<file path="src/rtl/pll_ctrl_defines.vh">
// constants for the synthesizer function and initialization latch control
`ifndef PLL_CTRL_DEFINES_VH
`define PLL_CTRL_DEFINES_VH
// ==================================================
// serial word and latch selection
`define WORD_W          24
`define SEL_REF         2'h0
`define SEL_AB          2'h1
`define SEL_FUNC        2'h2
`define SEL_INIT        2'h3
// ==================================================
// function / initialization latch field positions
`define F_CNT_RST       2
`define F_PD_REQ        3
`define F_MON_LO        4
`define F_MON_HI        6
`define F_POLARITY      7
`define F_TRISTATE      8
`define F_FL_EN         9
`define F_FL_MODE       10
`define F_TC_LO         11
`define F_TC_HI         14
`define F_CUR1_LO       15
`define F_CUR1_HI       17
`define F_CUR2_LO       18
`define F_CUR2_HI       20
`define F_PD_SYNC       21
`define F_PRE_LO        22
`define F_PRE_HI        23
// ==================================================
// gain bit inside the ab counter word
`define AB_GAIN_BIT     21
// ==================================================
// reset values and timeout scaling
`define FUNC_RST        24'h000000
`define TO_STEP         6'h04
`define TO_BASE         6'h03
`define SYNC_N          5
`endif

</file>
<file path="src/rtl/pll_latch_ctrl.v">
// control logic behind the function and initialization latches of the synthesizer
//
// Notes on behaviour
// [RULE_01] select bits 11 load the initialization latch, 10 the function latch
// [RULE_02] select bits 00 mean reference latch load, 01 mean ab latch load
// [RULE_03] counter reset bit set holds reference and ab counters in reset
// [RULE_04] clearing counter reset releases both counters together, aligned
// [RULE_05] chip enable low disables the device at once, ignoring power-down bits
// [RULE_06] power-down request with mode bit zero powers down immediately
// [RULE_07] power-down request with mode bit one waits for next pump event
// [RULE_08] any power-down loads counters, tristates pump, resets clock detect
// [RULE_09] serial input register keeps shifting and latching during power-down
// [RULE_10] three-bit select field picks the monitor output signal
// [RULE_11] fastlock is allowed only while its enable bit is one
// [RULE_12] mode bit zero selects fastlock mode 1, one selects mode 2
// [RULE_13] mode 1 uses boost current while gain bit set, exits on software clear
// [RULE_14] mode 2 clears the gain bit itself after the programmed timeout
// [RULE_15] timeout counter runs only in fastlock mode 2
// [RULE_16] pump uses normal current, or boost current while fastlock gain active
// [RULE_17] host keeps prescaler output at or below 200 MHz
// [RULE_18] pump three-state bit one tristates the pump output
// [RULE_19] a single bit sets phase detector polarity
// [RULE_20] initialization load stores settings and pulses counter reset
// [RULE_21] initialization with synchronous power-down also triggers that power-down
// [RULE_22] first ab load after initialization pulses counter reset again, later ones not
// [RULE_23] chip enable high again resumes counting aligned without reprogramming
// [RULE_24] settings change only when a whole word is latched
`default_nettype none
`include "pll_ctrl_defines.vh"

module pll_latch_ctrl (
   // clock and reset
   input  wire        clk,
   input  wire        srst,
   // three-wire serial port and chip enable pins
   input  wire        ser_clk,
   input  wire        ser_data,
   input  wire        ser_latch,
   input  wire        chip_en,
   // charge pump event from the phase detector
   input  wire        pump_event,
   // counter side
   output reg         ref_cnt_rst_ff,
   output reg         ab_cnt_rst_ff,
   output reg         ref_load_ff,
   output reg         ab_load_ff,
   output reg  [23:0] ref_word_ff,
   output reg  [23:0] ab_word_ff,
   output reg  [1:0]  prescaler_select_ff,
   // pump and detector side
   output reg  [2:0]  pump_current_ff,
   output reg         pump_tristate_ff,
   output reg         pump_polarity_ff,
   output reg         pump_gain_select_ff,
   output reg         power_down_ff,
   output reg         clk_detect_rst_ff,
   output reg  [2:0]  monitor_select_ff
);

   // ==================================================
   // pin synchronisers
   // order: latch, data, clock, chip enable, pump event
   wire [`SYNC_N-1:0] pins_raw = {pump_event, chip_en, ser_clk, ser_data, ser_latch};
   reg  [`SYNC_N-1:0] meta_ff;
   reg  [`SYNC_N-1:0] sync_ff;
   reg  [`SYNC_N-1:0] dly_ff;

   // first stage feeds only the second; third stage only for edge finding
   always @(posedge clk) begin
      if (srst) begin
         meta_ff <= {`SYNC_N{1'b0}};
         sync_ff <= {`SYNC_N{1'b0}};
         dly_ff  <= {`SYNC_N{1'b0}};
      end else begin
         meta_ff <= pins_raw;
         sync_ff <= meta_ff;
         dly_ff  <= sync_ff;
      end
   end

   wire latch_rise = sync_ff[0] & ~dly_ff[0];
   wire data_s     = sync_ff[1];
   wire sclk_rise  = sync_ff[2] & ~dly_ff[2];
   wire ce_s       = sync_ff[3];
   wire event_rise = sync_ff[4] & ~dly_ff[4];

   // ==================================================
   // serial shift register, alive in every power state
   reg  [23:0] shift_ff;

   always @(posedge clk) begin
      if (srst) begin
         shift_ff <= 24'h000000;
      end else if (sclk_rise) begin
         shift_ff <= {shift_ff[22:0], data_s};   // [RULE_09]
      end
   end

   // ==================================================
   // word decode on the latch enable edge
   function [3:0] decode_sel;
      input [1:0] sel;
      begin
         decode_sel = 4'h0;
         decode_sel[sel] = 1'b1;
      end
   endfunction

   // one-hot: bit0 ref, bit1 ab, bit2 function, bit3 init
   wire [3:0] hit = latch_rise ? decode_sel(shift_ff[1:0]) : 4'h0;   // [RULE_01] [RULE_02]

   // ==================================================
   // function settings, written only from a complete word
   reg  [23:0] func_ff;
   reg         gain_ff;
   reg         ab_armed_ff;

   always @(posedge clk) begin
      if (srst) begin
         func_ff <= `FUNC_RST;
      end else if (hit[2] | hit[3]) begin
         func_ff <= shift_ff;                    // [RULE_24] [RULE_20]
      end
   end

   // field views
   wire       f_cnt_rst = func_ff[`F_CNT_RST];
   wire       f_pd_req  = func_ff[`F_PD_REQ];
   wire       f_pd_sync = func_ff[`F_PD_SYNC];
   wire       f_fl_en   = func_ff[`F_FL_EN];
   wire       f_fl_mode = func_ff[`F_FL_MODE];
   wire [3:0] f_tc      = func_ff[`F_TC_HI:`F_TC_LO];
   wire [2:0] f_cur1    = func_ff[`F_CUR1_HI:`F_CUR1_LO];
   wire [2:0] f_cur2    = func_ff[`F_CUR2_HI:`F_CUR2_LO];

   // ==================================================
   // counter latch words and their load strobes
   always @(posedge clk) begin
      if (srst) begin
         ref_word_ff <= 24'h000000;
         ab_word_ff  <= 24'h000000;
         ref_load_ff <= 1'b0;
         ab_load_ff  <= 1'b0;
      end else begin
         ref_load_ff <= hit[0];                  // [RULE_02]
         ab_load_ff  <= hit[1];
         if (hit[0]) begin
            ref_word_ff <= shift_ff;
         end
         if (hit[1]) begin
            ab_word_ff <= shift_ff;
         end
      end
   end

   // ==================================================
   // internal reset pulse: on init, and on the first ab load after it
   reg  init_pulse;

   always @(posedge clk) begin
      if (srst) begin
         ab_armed_ff <= 1'b0;
      end else if (hit[3]) begin
         ab_armed_ff <= 1'b1;
      end else if (hit[1]) begin
         ab_armed_ff <= 1'b0;                    // [RULE_22]
      end
   end

   always @* begin
      init_pulse = hit[3] | (hit[1] & ab_armed_ff);   // [RULE_20] [RULE_22]
   end

   // ==================================================
   // power-down
   reg  sync_pd_ff;
   wire sync_mode_req = f_pd_req & f_pd_sync;
   // an init word asking for the gated mode treats its own pulse as the pump event
   wire init_sync_pd  = hit[3] & shift_ff[`F_PD_REQ] & shift_ff[`F_PD_SYNC] & ce_s;

   always @(posedge clk) begin
      if (srst) begin
         sync_pd_ff <= 1'b0;
      end else if (init_sync_pd) begin
         sync_pd_ff <= 1'b1;                     // [RULE_21]
      end else if (~sync_mode_req) begin
         sync_pd_ff <= 1'b0;
      end else if (event_rise) begin
         sync_pd_ff <= 1'b1;                     // [RULE_07]
      end
   end

   // chip enable overrides both programmed bits; release needs no reload
   wire pd_now = ~ce_s                           // [RULE_05] [RULE_23]
               | (f_pd_req & ~f_pd_sync)         // [RULE_06]
               | sync_pd_ff;

   // ==================================================
   // fastlock and its timeout counter
   localparam FL_IDLE  = 3'b001;
   localparam FL_MAN   = 3'b010;
   localparam FL_TIMED = 3'b100;

   reg  [2:0] fl_state_ff;
   reg  [2:0] nxt_fl_state;
   reg  [5:0] to_cnt_ff;
   wire [5:0] to_limit = {f_tc, 2'b00} + `TO_BASE;   // 4*tc+3 detector cycles
   wire       ab_gain  = shift_ff[`AB_GAIN_BIT];
   wire       timeout  = (fl_state_ff == FL_TIMED) & event_rise & (to_cnt_ff >= to_limit);

   // gain bit: written by ab loads, cleared by the timer in mode 2
   always @(posedge clk) begin
      if (srst) begin
         gain_ff <= 1'b0;
      end else if (hit[1]) begin
         gain_ff <= ab_gain;                     // [RULE_13]
      end else if (timeout) begin
         gain_ff <= 1'b0;                        // [RULE_14]
      end
   end

   always @* begin
      nxt_fl_state = fl_state_ff;
      case (fl_state_ff)
         FL_IDLE: begin
            if (gain_ff & f_fl_en) begin         // [RULE_11]
               nxt_fl_state = f_fl_mode ? FL_TIMED : FL_MAN;   // [RULE_12]
            end
         end
         FL_MAN: begin
            if (~gain_ff | ~f_fl_en | f_fl_mode) begin
               nxt_fl_state = FL_IDLE;           // [RULE_13]
            end
         end
         FL_TIMED: begin
            if (~gain_ff | ~f_fl_en | ~f_fl_mode) begin
               nxt_fl_state = FL_IDLE;           // [RULE_14]
            end
         end
         default: begin
            nxt_fl_state = FL_IDLE;
         end
      endcase
   end

   always @(posedge clk) begin
      if (srst) begin
         fl_state_ff <= FL_IDLE;
      end else begin
         fl_state_ff <= nxt_fl_state;
      end
   end

   // timer counts detector events, held at load state outside mode 2 or in power-down
   always @(posedge clk) begin
      if (srst) begin
         to_cnt_ff <= 6'h00;
      end else if (pd_now | (fl_state_ff != FL_TIMED)) begin
         to_cnt_ff <= 6'h00;                     // [RULE_15] [RULE_08]
      end else if (event_rise & ~timeout) begin
         to_cnt_ff <= to_cnt_ff + 6'h01;
      end
   end

   wire boost = (fl_state_ff != FL_IDLE) & gain_ff;

   // ==================================================
   // registered outputs
   always @(posedge clk) begin
      if (srst) begin
         ref_cnt_rst_ff      <= 1'b1;
         ab_cnt_rst_ff       <= 1'b1;
         power_down_ff       <= 1'b1;
         clk_detect_rst_ff   <= 1'b1;
         pump_tristate_ff    <= 1'b1;
         pump_current_ff     <= 3'h0;
         pump_polarity_ff    <= 1'b0;
         pump_gain_select_ff <= 1'b0;
         monitor_select_ff   <= 3'h0;
         prescaler_select_ff <= 2'h0;
      end else begin
         // both counters share one term so they leave reset in the same cycle
         ref_cnt_rst_ff      <= f_cnt_rst | pd_now | init_pulse;   // [RULE_03] [RULE_04] [RULE_08]
         ab_cnt_rst_ff       <= f_cnt_rst | pd_now | init_pulse;   // [RULE_03] [RULE_04] [RULE_08]
         power_down_ff       <= pd_now;
         clk_detect_rst_ff   <= pd_now;                            // [RULE_08]
         pump_tristate_ff    <= func_ff[`F_TRISTATE] | pd_now      // [RULE_18] [RULE_08]
                              | f_cnt_rst | init_pulse;
         pump_current_ff     <= boost ? f_cur2 : f_cur1;           // [RULE_16]
         pump_polarity_ff    <= func_ff[`F_POLARITY];              // [RULE_19]
         pump_gain_select_ff <= gain_ff;
         monitor_select_ff   <= func_ff[`F_MON_HI:`F_MON_LO];      // [RULE_10]
         prescaler_select_ff <= func_ff[`F_PRE_HI:`F_PRE_LO];      // [RULE_17]
      end
   end

endmodule // pll_latch_ctrl
`default_nettype wire

</file>
<file path="config.mk">
export PLATFORM = sky130hd
export DESIGN_NAME = pll_latch_ctrl
export DESIGN_NICKNAME = d
export VERILOG_FILES = /design/src/rtl/pll_latch_ctrl.v
export VERILOG_INCLUDE_DIRS = /design/src /design/src/rtl
export SDC_FILE = /design/constraint.sdc
export NUM_CORES = 1
export LEC_CHECK = 0
export ABC_AREA = 1
export BUFFER_PORTS_ARGS = -buffer_cell sky130_fd_sc_hd__buf_2
export CAP_MARGIN = 15
export CORE_ASPECT_RATIO = 0.9
export CORE_MARGIN = 2
export CORE_UTILIZATION = 56
export DETAILED_ROUTE_END_ITERATION = 12
export PLACE_DENSITY = 0.87
export SLEW_MARGIN = 20
export SYNTH_ARGS = -nofsm -noshare
export SYNTH_HDL_FRONTEND = slang
export SYNTH_SLANG_ARGS = --single-unit
</file>
<file path="constraint.sdc">
create_clock -name clk -period 1.5 [get_ports clk]
set_input_delay 0.375 -clock clk [delete_from_list [all_inputs] [get_ports clk]]
set_output_delay 0.375 -clock clk [all_outputs]
set_load 0.02 [all_outputs]
</file>
# --- Word-level counts from Yosys, hierarchy flattened ---
# Index checks and enable logic that the tools add are counted.
# Widths: inputs -> output; s select.
totals:
  reg_bits: 138
  latchBits: 0
  ramBits: 0
  romBits: 0
  input_bits: 7
  output_inout_bits: 65
  elab_cells: 93
  memories: 0
op_classes:
  add_sub_neg: 2
  mul: 0
  n_div: 0
  n_lt_le_gt_ge: 3
  eq_ne: 9
  n_shift: 0
  muxes: 16
  n_bitwise: 36
  n_reduce_logical: 5
op_table:
  columns: ["operator", "n"]
  rows:
  - ["$mux 3", 5]
  - ["$and 1x1->1", 14]
  - ["$or 1x1->1", 13]
  - ["$not 1->1", 9]
  - ["$pmux 3 s3", 1]
  - ["$mux 1", 8]
  - ["$add 6x1->6 const B", 1]
  - ["$add 6x2->6 const B", 1]
  - ["$ge 6x6->1", 1]
  - ["$mux 4", 1]
  - ["$ne 2x2->1 const B", 2]
  - ["$reduce_bool 2->1", 2]
  - ["$eq 3x1->1 const B", 1]
  - ["$eq 3x2->1 const B", 1]
  - ["$eq 3x3->1 const B", 1]
  - ["$lt 2x3->1 const B", 1]
  - ["$ne 3x1->1 const B", 1]
  - ["$ne 3x2->1 const B", 1]
  - ["$ne 3x3->1 const B", 1]
  - ["$reduce_and 3->1", 1]
  - ["$demux 1 s2", 1]
  - ["$ge 2x1->1 const B", 1]
  - ["$ne 2x1->1 const B", 1]
  - ["$reduce_or 2->1", 1]
  - ["$logic_and 1x1->1", 1]

# --- Depth between registers and ports, before layout ---
logic_depth:
  depth_word: 9
  depth_mapped: 11
  mapped_depth_nobuf: 11

# --- Worst setup path after synthesis ---
# Ideal clock, no wire load.
synth_timing:
  kind: "register -> register"
  startpoint: "reg func_ff[14]"
  endpoint: "reg to_cnt_ff[1]"
  setup_time_ns: 0.116
  arrival_time_ns: 1.272
  t_required_ns: 1.384
  setup_slack_ns: 0.112
  path_stages_with_launch: 11
  path_buffers: 0
  synth_period_minus_slack_ns: 1.388
  cell_sequence: "dfxtp_1 > inv_1 > ha_1 > nand2_1 > nand2_1 > nor2_1 > nand2_1 > nand2_1 > nand2_1 > nand2_1 > a21oi_1"
synth_via:
  elab_chain_cells: 5
synth_lines:
  columns: ["item", "line", "rtl"]
  rows:
  - ["from (decl)", "pll_latch_ctrl.v:114", "reg [23:0] func_ff;"]
  - ["from (signal assigned)", "pll_latch_ctrl.v:120", "func_ff <= `FUNC_RST;"]
  - ["from (signal assigned)", "pll_latch_ctrl.v:122", "func_ff <= shift_ff;"]
  - ["$add 6x2->6 (no line)", null, null]
  - ["$ge 6x6->1", "pll_latch_ctrl.v:209", "wire timeout = (fl_state_ff == FL_TIMED) & event_rise & (to_cnt_ff >= to_limit);"]
  - ["$and 1x1->1", "pll_latch_ctrl.v:209", null]
  - ["$not 1->1", "pll_latch_ctrl.v:260", "end else if (event_rise & ~timeout) begin"]
  - ["$and 1x1->1", "pll_latch_ctrl.v:260", null]
  - ["to (signal assigned)", "pll_latch_ctrl.v:261", "to_cnt_ff <= to_cnt_ff + 6'h01;"]
  - ["to (decl)", "pll_latch_ctrl.v:206", "reg [5:0] to_cnt_ff;"]
# No other way between the ends.
# A chain may end at the register's enable or synchronous reset.

# --- Worst setup path in the final report ---
layout_timing:
  startpoint: "reg to_cnt_ff[5]"
  endpoint: "reg to_cnt_ff[1]"
layout_via:
  elab_chain_cells: 4
layout_lines:
  columns: ["item", "line"]
  rows:
  - ["$ge 6x6->1", "pll_latch_ctrl.v:209"]
  - ["$and 1x1->1", "pll_latch_ctrl.v:209"]
  - ["$not 1->1", "pll_latch_ctrl.v:260"]
  - ["$and 1x1->1", "pll_latch_ctrl.v:260"]
# No other way between the ends.

==> results.cfg <==
[synthesis]
synth_seq_cells = 134
synth_cell_type_count = 30
ys.warnings.count = 0
synth_cells = 548
syn-num-nets = 560
ys_seq_area_share_pct = 56.35
syn_area_per_cell_sq_um = 8.688
synthesis.area_sq_mm = 0.004761

[placement]
place_area_sq_mm = 0.005204
gp_congestion = 0.7989
dp.cells = 702
io_buffers = 71
place_hpwl_mm = 6.922

[final_layout]
drive_gt1_share_pct = 26.53
stdcell_count = 736
diodes = 0
final_cell_mix = dfxtp_1 (130), a21oi_1 (73), buf_2 (71)
multi_input_area_sq_mm = 0.001713
fin_nets = 636
area_growth_pct = 23.94
regArea_sq_mm = 0.002688
fin_area_sq_mm = 0.005901
final_common_cell = dfxtp_1
fillers = 543

[clocking]
cts_setup_buffers = 0
clk_latency_ps = 530
clock_sinks = 134
cts.clk_slew.worst_paths_ps = 60
cts_tree = done
ctsHoldBuffers = 0
numCtsBuffers = 17
cts_max_level = 4
root_buffer = clkbuf_8
cts_max_path_buffers = 2

[critical_path]
cp.required_ps = 1950
worstPathArrival_ps = 1940
endpoint_kind = flip-flop
cp_max_fo = 5
startpoint_type = flip-flop
crit_type = reg -> reg

[floorplanning]
rows = 31
coreArea_sq_mm = 0.008145
fp.dieW_um = 101.2
num_io_pins = 72
die_h_um = 91.47
dieArea_sq_mm = 0.009256
initial_core_util_pct = 58.45

[sta]
period_share_pct = 98.85
worstMarginPinSlew_ps = 418.4
slew_headroom_pct = 72.04
final-hold-violation-count = 0
fin_crit_ps = 1483
slew_viol_final = 0
clock_skew_ps = 8.716
setup_viol = 0
max_freq_mhz = 674.4
rsz0062_at_grt = true
finalSetupTns_ps = 0

[power]
power_frac_seq_pct = 44.7
p_leak_nw = 2.540
ir_worst_vdd_mv = 0.8382
pwr-share-comb_pct = 5.2
swShare_pct = 22.91
power.internal_mw = 6.407
p_per_area_mw_per_mm2 = 1409
clkPwrFrac_pct = 50.1
switchingPower_mw = 1.904

[global_route]
grt_overflow = 0
grt_pass1_wl_mm = 18.90
grt_pass1_vias = 4007
grt_busiest_layer = met2
use_met2_pct = 43.49
gr-usage-all-layers_pct = 26.22
antenna_found_initial = 0
grt_max_degree = 49
grt_use_met1_pct = 30.92
grt_util_met3_pct = 8.237

[drt]
wl_mm = 12.12
via_per_inst = 5.607
vias = 4127
drt_iter0_drc = 484
detail_route.wl_per_cell_um = 16.46
first_pass_iters = 5
drc = 0
ant_nets = 0

[job]
drv_cap = 0

[status]
status = complete, no violations

[min_path]
hp-class = in -> reg
cell type report:
| cell class | instances | area share (%) |
|---|---|---|
| sequential | 134 | 45.55 |
| multi-input combinational | 313 | 29.03 |
| timing repair buffer | 87 | 8.694 |
| clock buffer | 21 | 7.612 |
| inverter | 71 | 4.538 |
| clock inverter | 11 | 2.481 |
| tap | 99 | 2.099 |
synth_stat cells (all sizes together):
master	number	area, sq um
a211oi	1	7.510
a21oi	77	385.4
buf	24	166.4
clkbuf	8	30.03
clkinv	1	5.000
dfxtp	134	2683
ha	5	62.56
inv	70	262.8
nand2	66	262.8
nand3	21	110.1
nand4	2	12.51
nor2	40	181.4
nor3	4	30.03
nor3b	1	7.510
o211ai	1	7.510
o21a	1	7.510
o21ai	89	513.0
xnor2	2	17.52
xor2	1	8.760
worst max-delay path, cell delays in order (launching register included):
cell,delay [ps]
dfxtp_1,360
ha_4,300
nand2_2,60
nor2_2,110
nor2_2,50
nand2_2,110
nand2_4,90
nand2_4,110
nand2_1,80
a21oi_2,140
flip-flops by register name (all words and copies together) (netlist names), 2 cells and up:
register and cells:
ab_word_ff 24, prescaler_select_ff 2, pump_current_ff 3, sync_ff 5, meta_ff 5, func_ff 22
ref_word_ff 24, dly_ff 3, fl_state_ff 3, shift_ff 24, to_cnt_ff 6, monitor_select_ff 3
what timing repair did:
action                                  CTS  global route
gates cloned                              0             2
endpoints found under the setup margin    6            18
pin swaps                                 0            11
resized for setup                         4            22
per-layer routing:
layer	up-vias	part of all wire, %
met5	-	0
met4	0	2.7
met2	222	49
li1	1937	-
met1	1923	40
met3	45	7.9
power by group through the flow:
stage	combinational [mW]	sequential [mW]	clock (mW)
finish	0.430	3.72	4.17
CTS	0.415	3.71	4.18
global route	0.466	3.72	4.32
floorplan	0.245	3.81	0
global placement	0.384	3.78	0
detailed placement	0.397	3.78	0
cell families (layout without fill, tap and decap cells):
kind of cell	after synthesis	in the layout	share of synthesized area, %
flip-flops	134	134	56.35
AO/OA/AOI/OAI	169	169	19.34
XOR/XNOR	3	3	0.5520
AND/OR/NAND/NOR	134	136	12.69
adder cells (fa/ha/maj)	5	5	1.314
buffers and inverters	103	190	9.750
worst paths after layout:
check | slack, ps | startpoint | depth (start not counted) | to
worst min-delay path | 50 | pump_event | 3 | meta_ff[4]
worst min register to register | 400 | meta_ff[4] | 2 | sync_ff[4]
worst max-delay path | 20 | to_cnt_ff[5] | 9 | to_cnt_ff[1]
worst max register to register | 20 | to_cnt_ff[5] | 9 | to_cnt_ff[1]
stage by stage:
step	hold WS, ps	util [%]	setup slack, ps	power [mW]
floorplan	388.3	-	112.0	4.060
global placement	390.6	63.89	19.74	4.163
detailed placement	399.3	63.89	-115.8	4.182
CTS	47.75	71.37	16.77	8.306
global route	57.00	72.44	-65.88	8.515
finish	54.01	72.44	17.27	8.311
No activity file was read; power rests on OpenSTA's default activity.
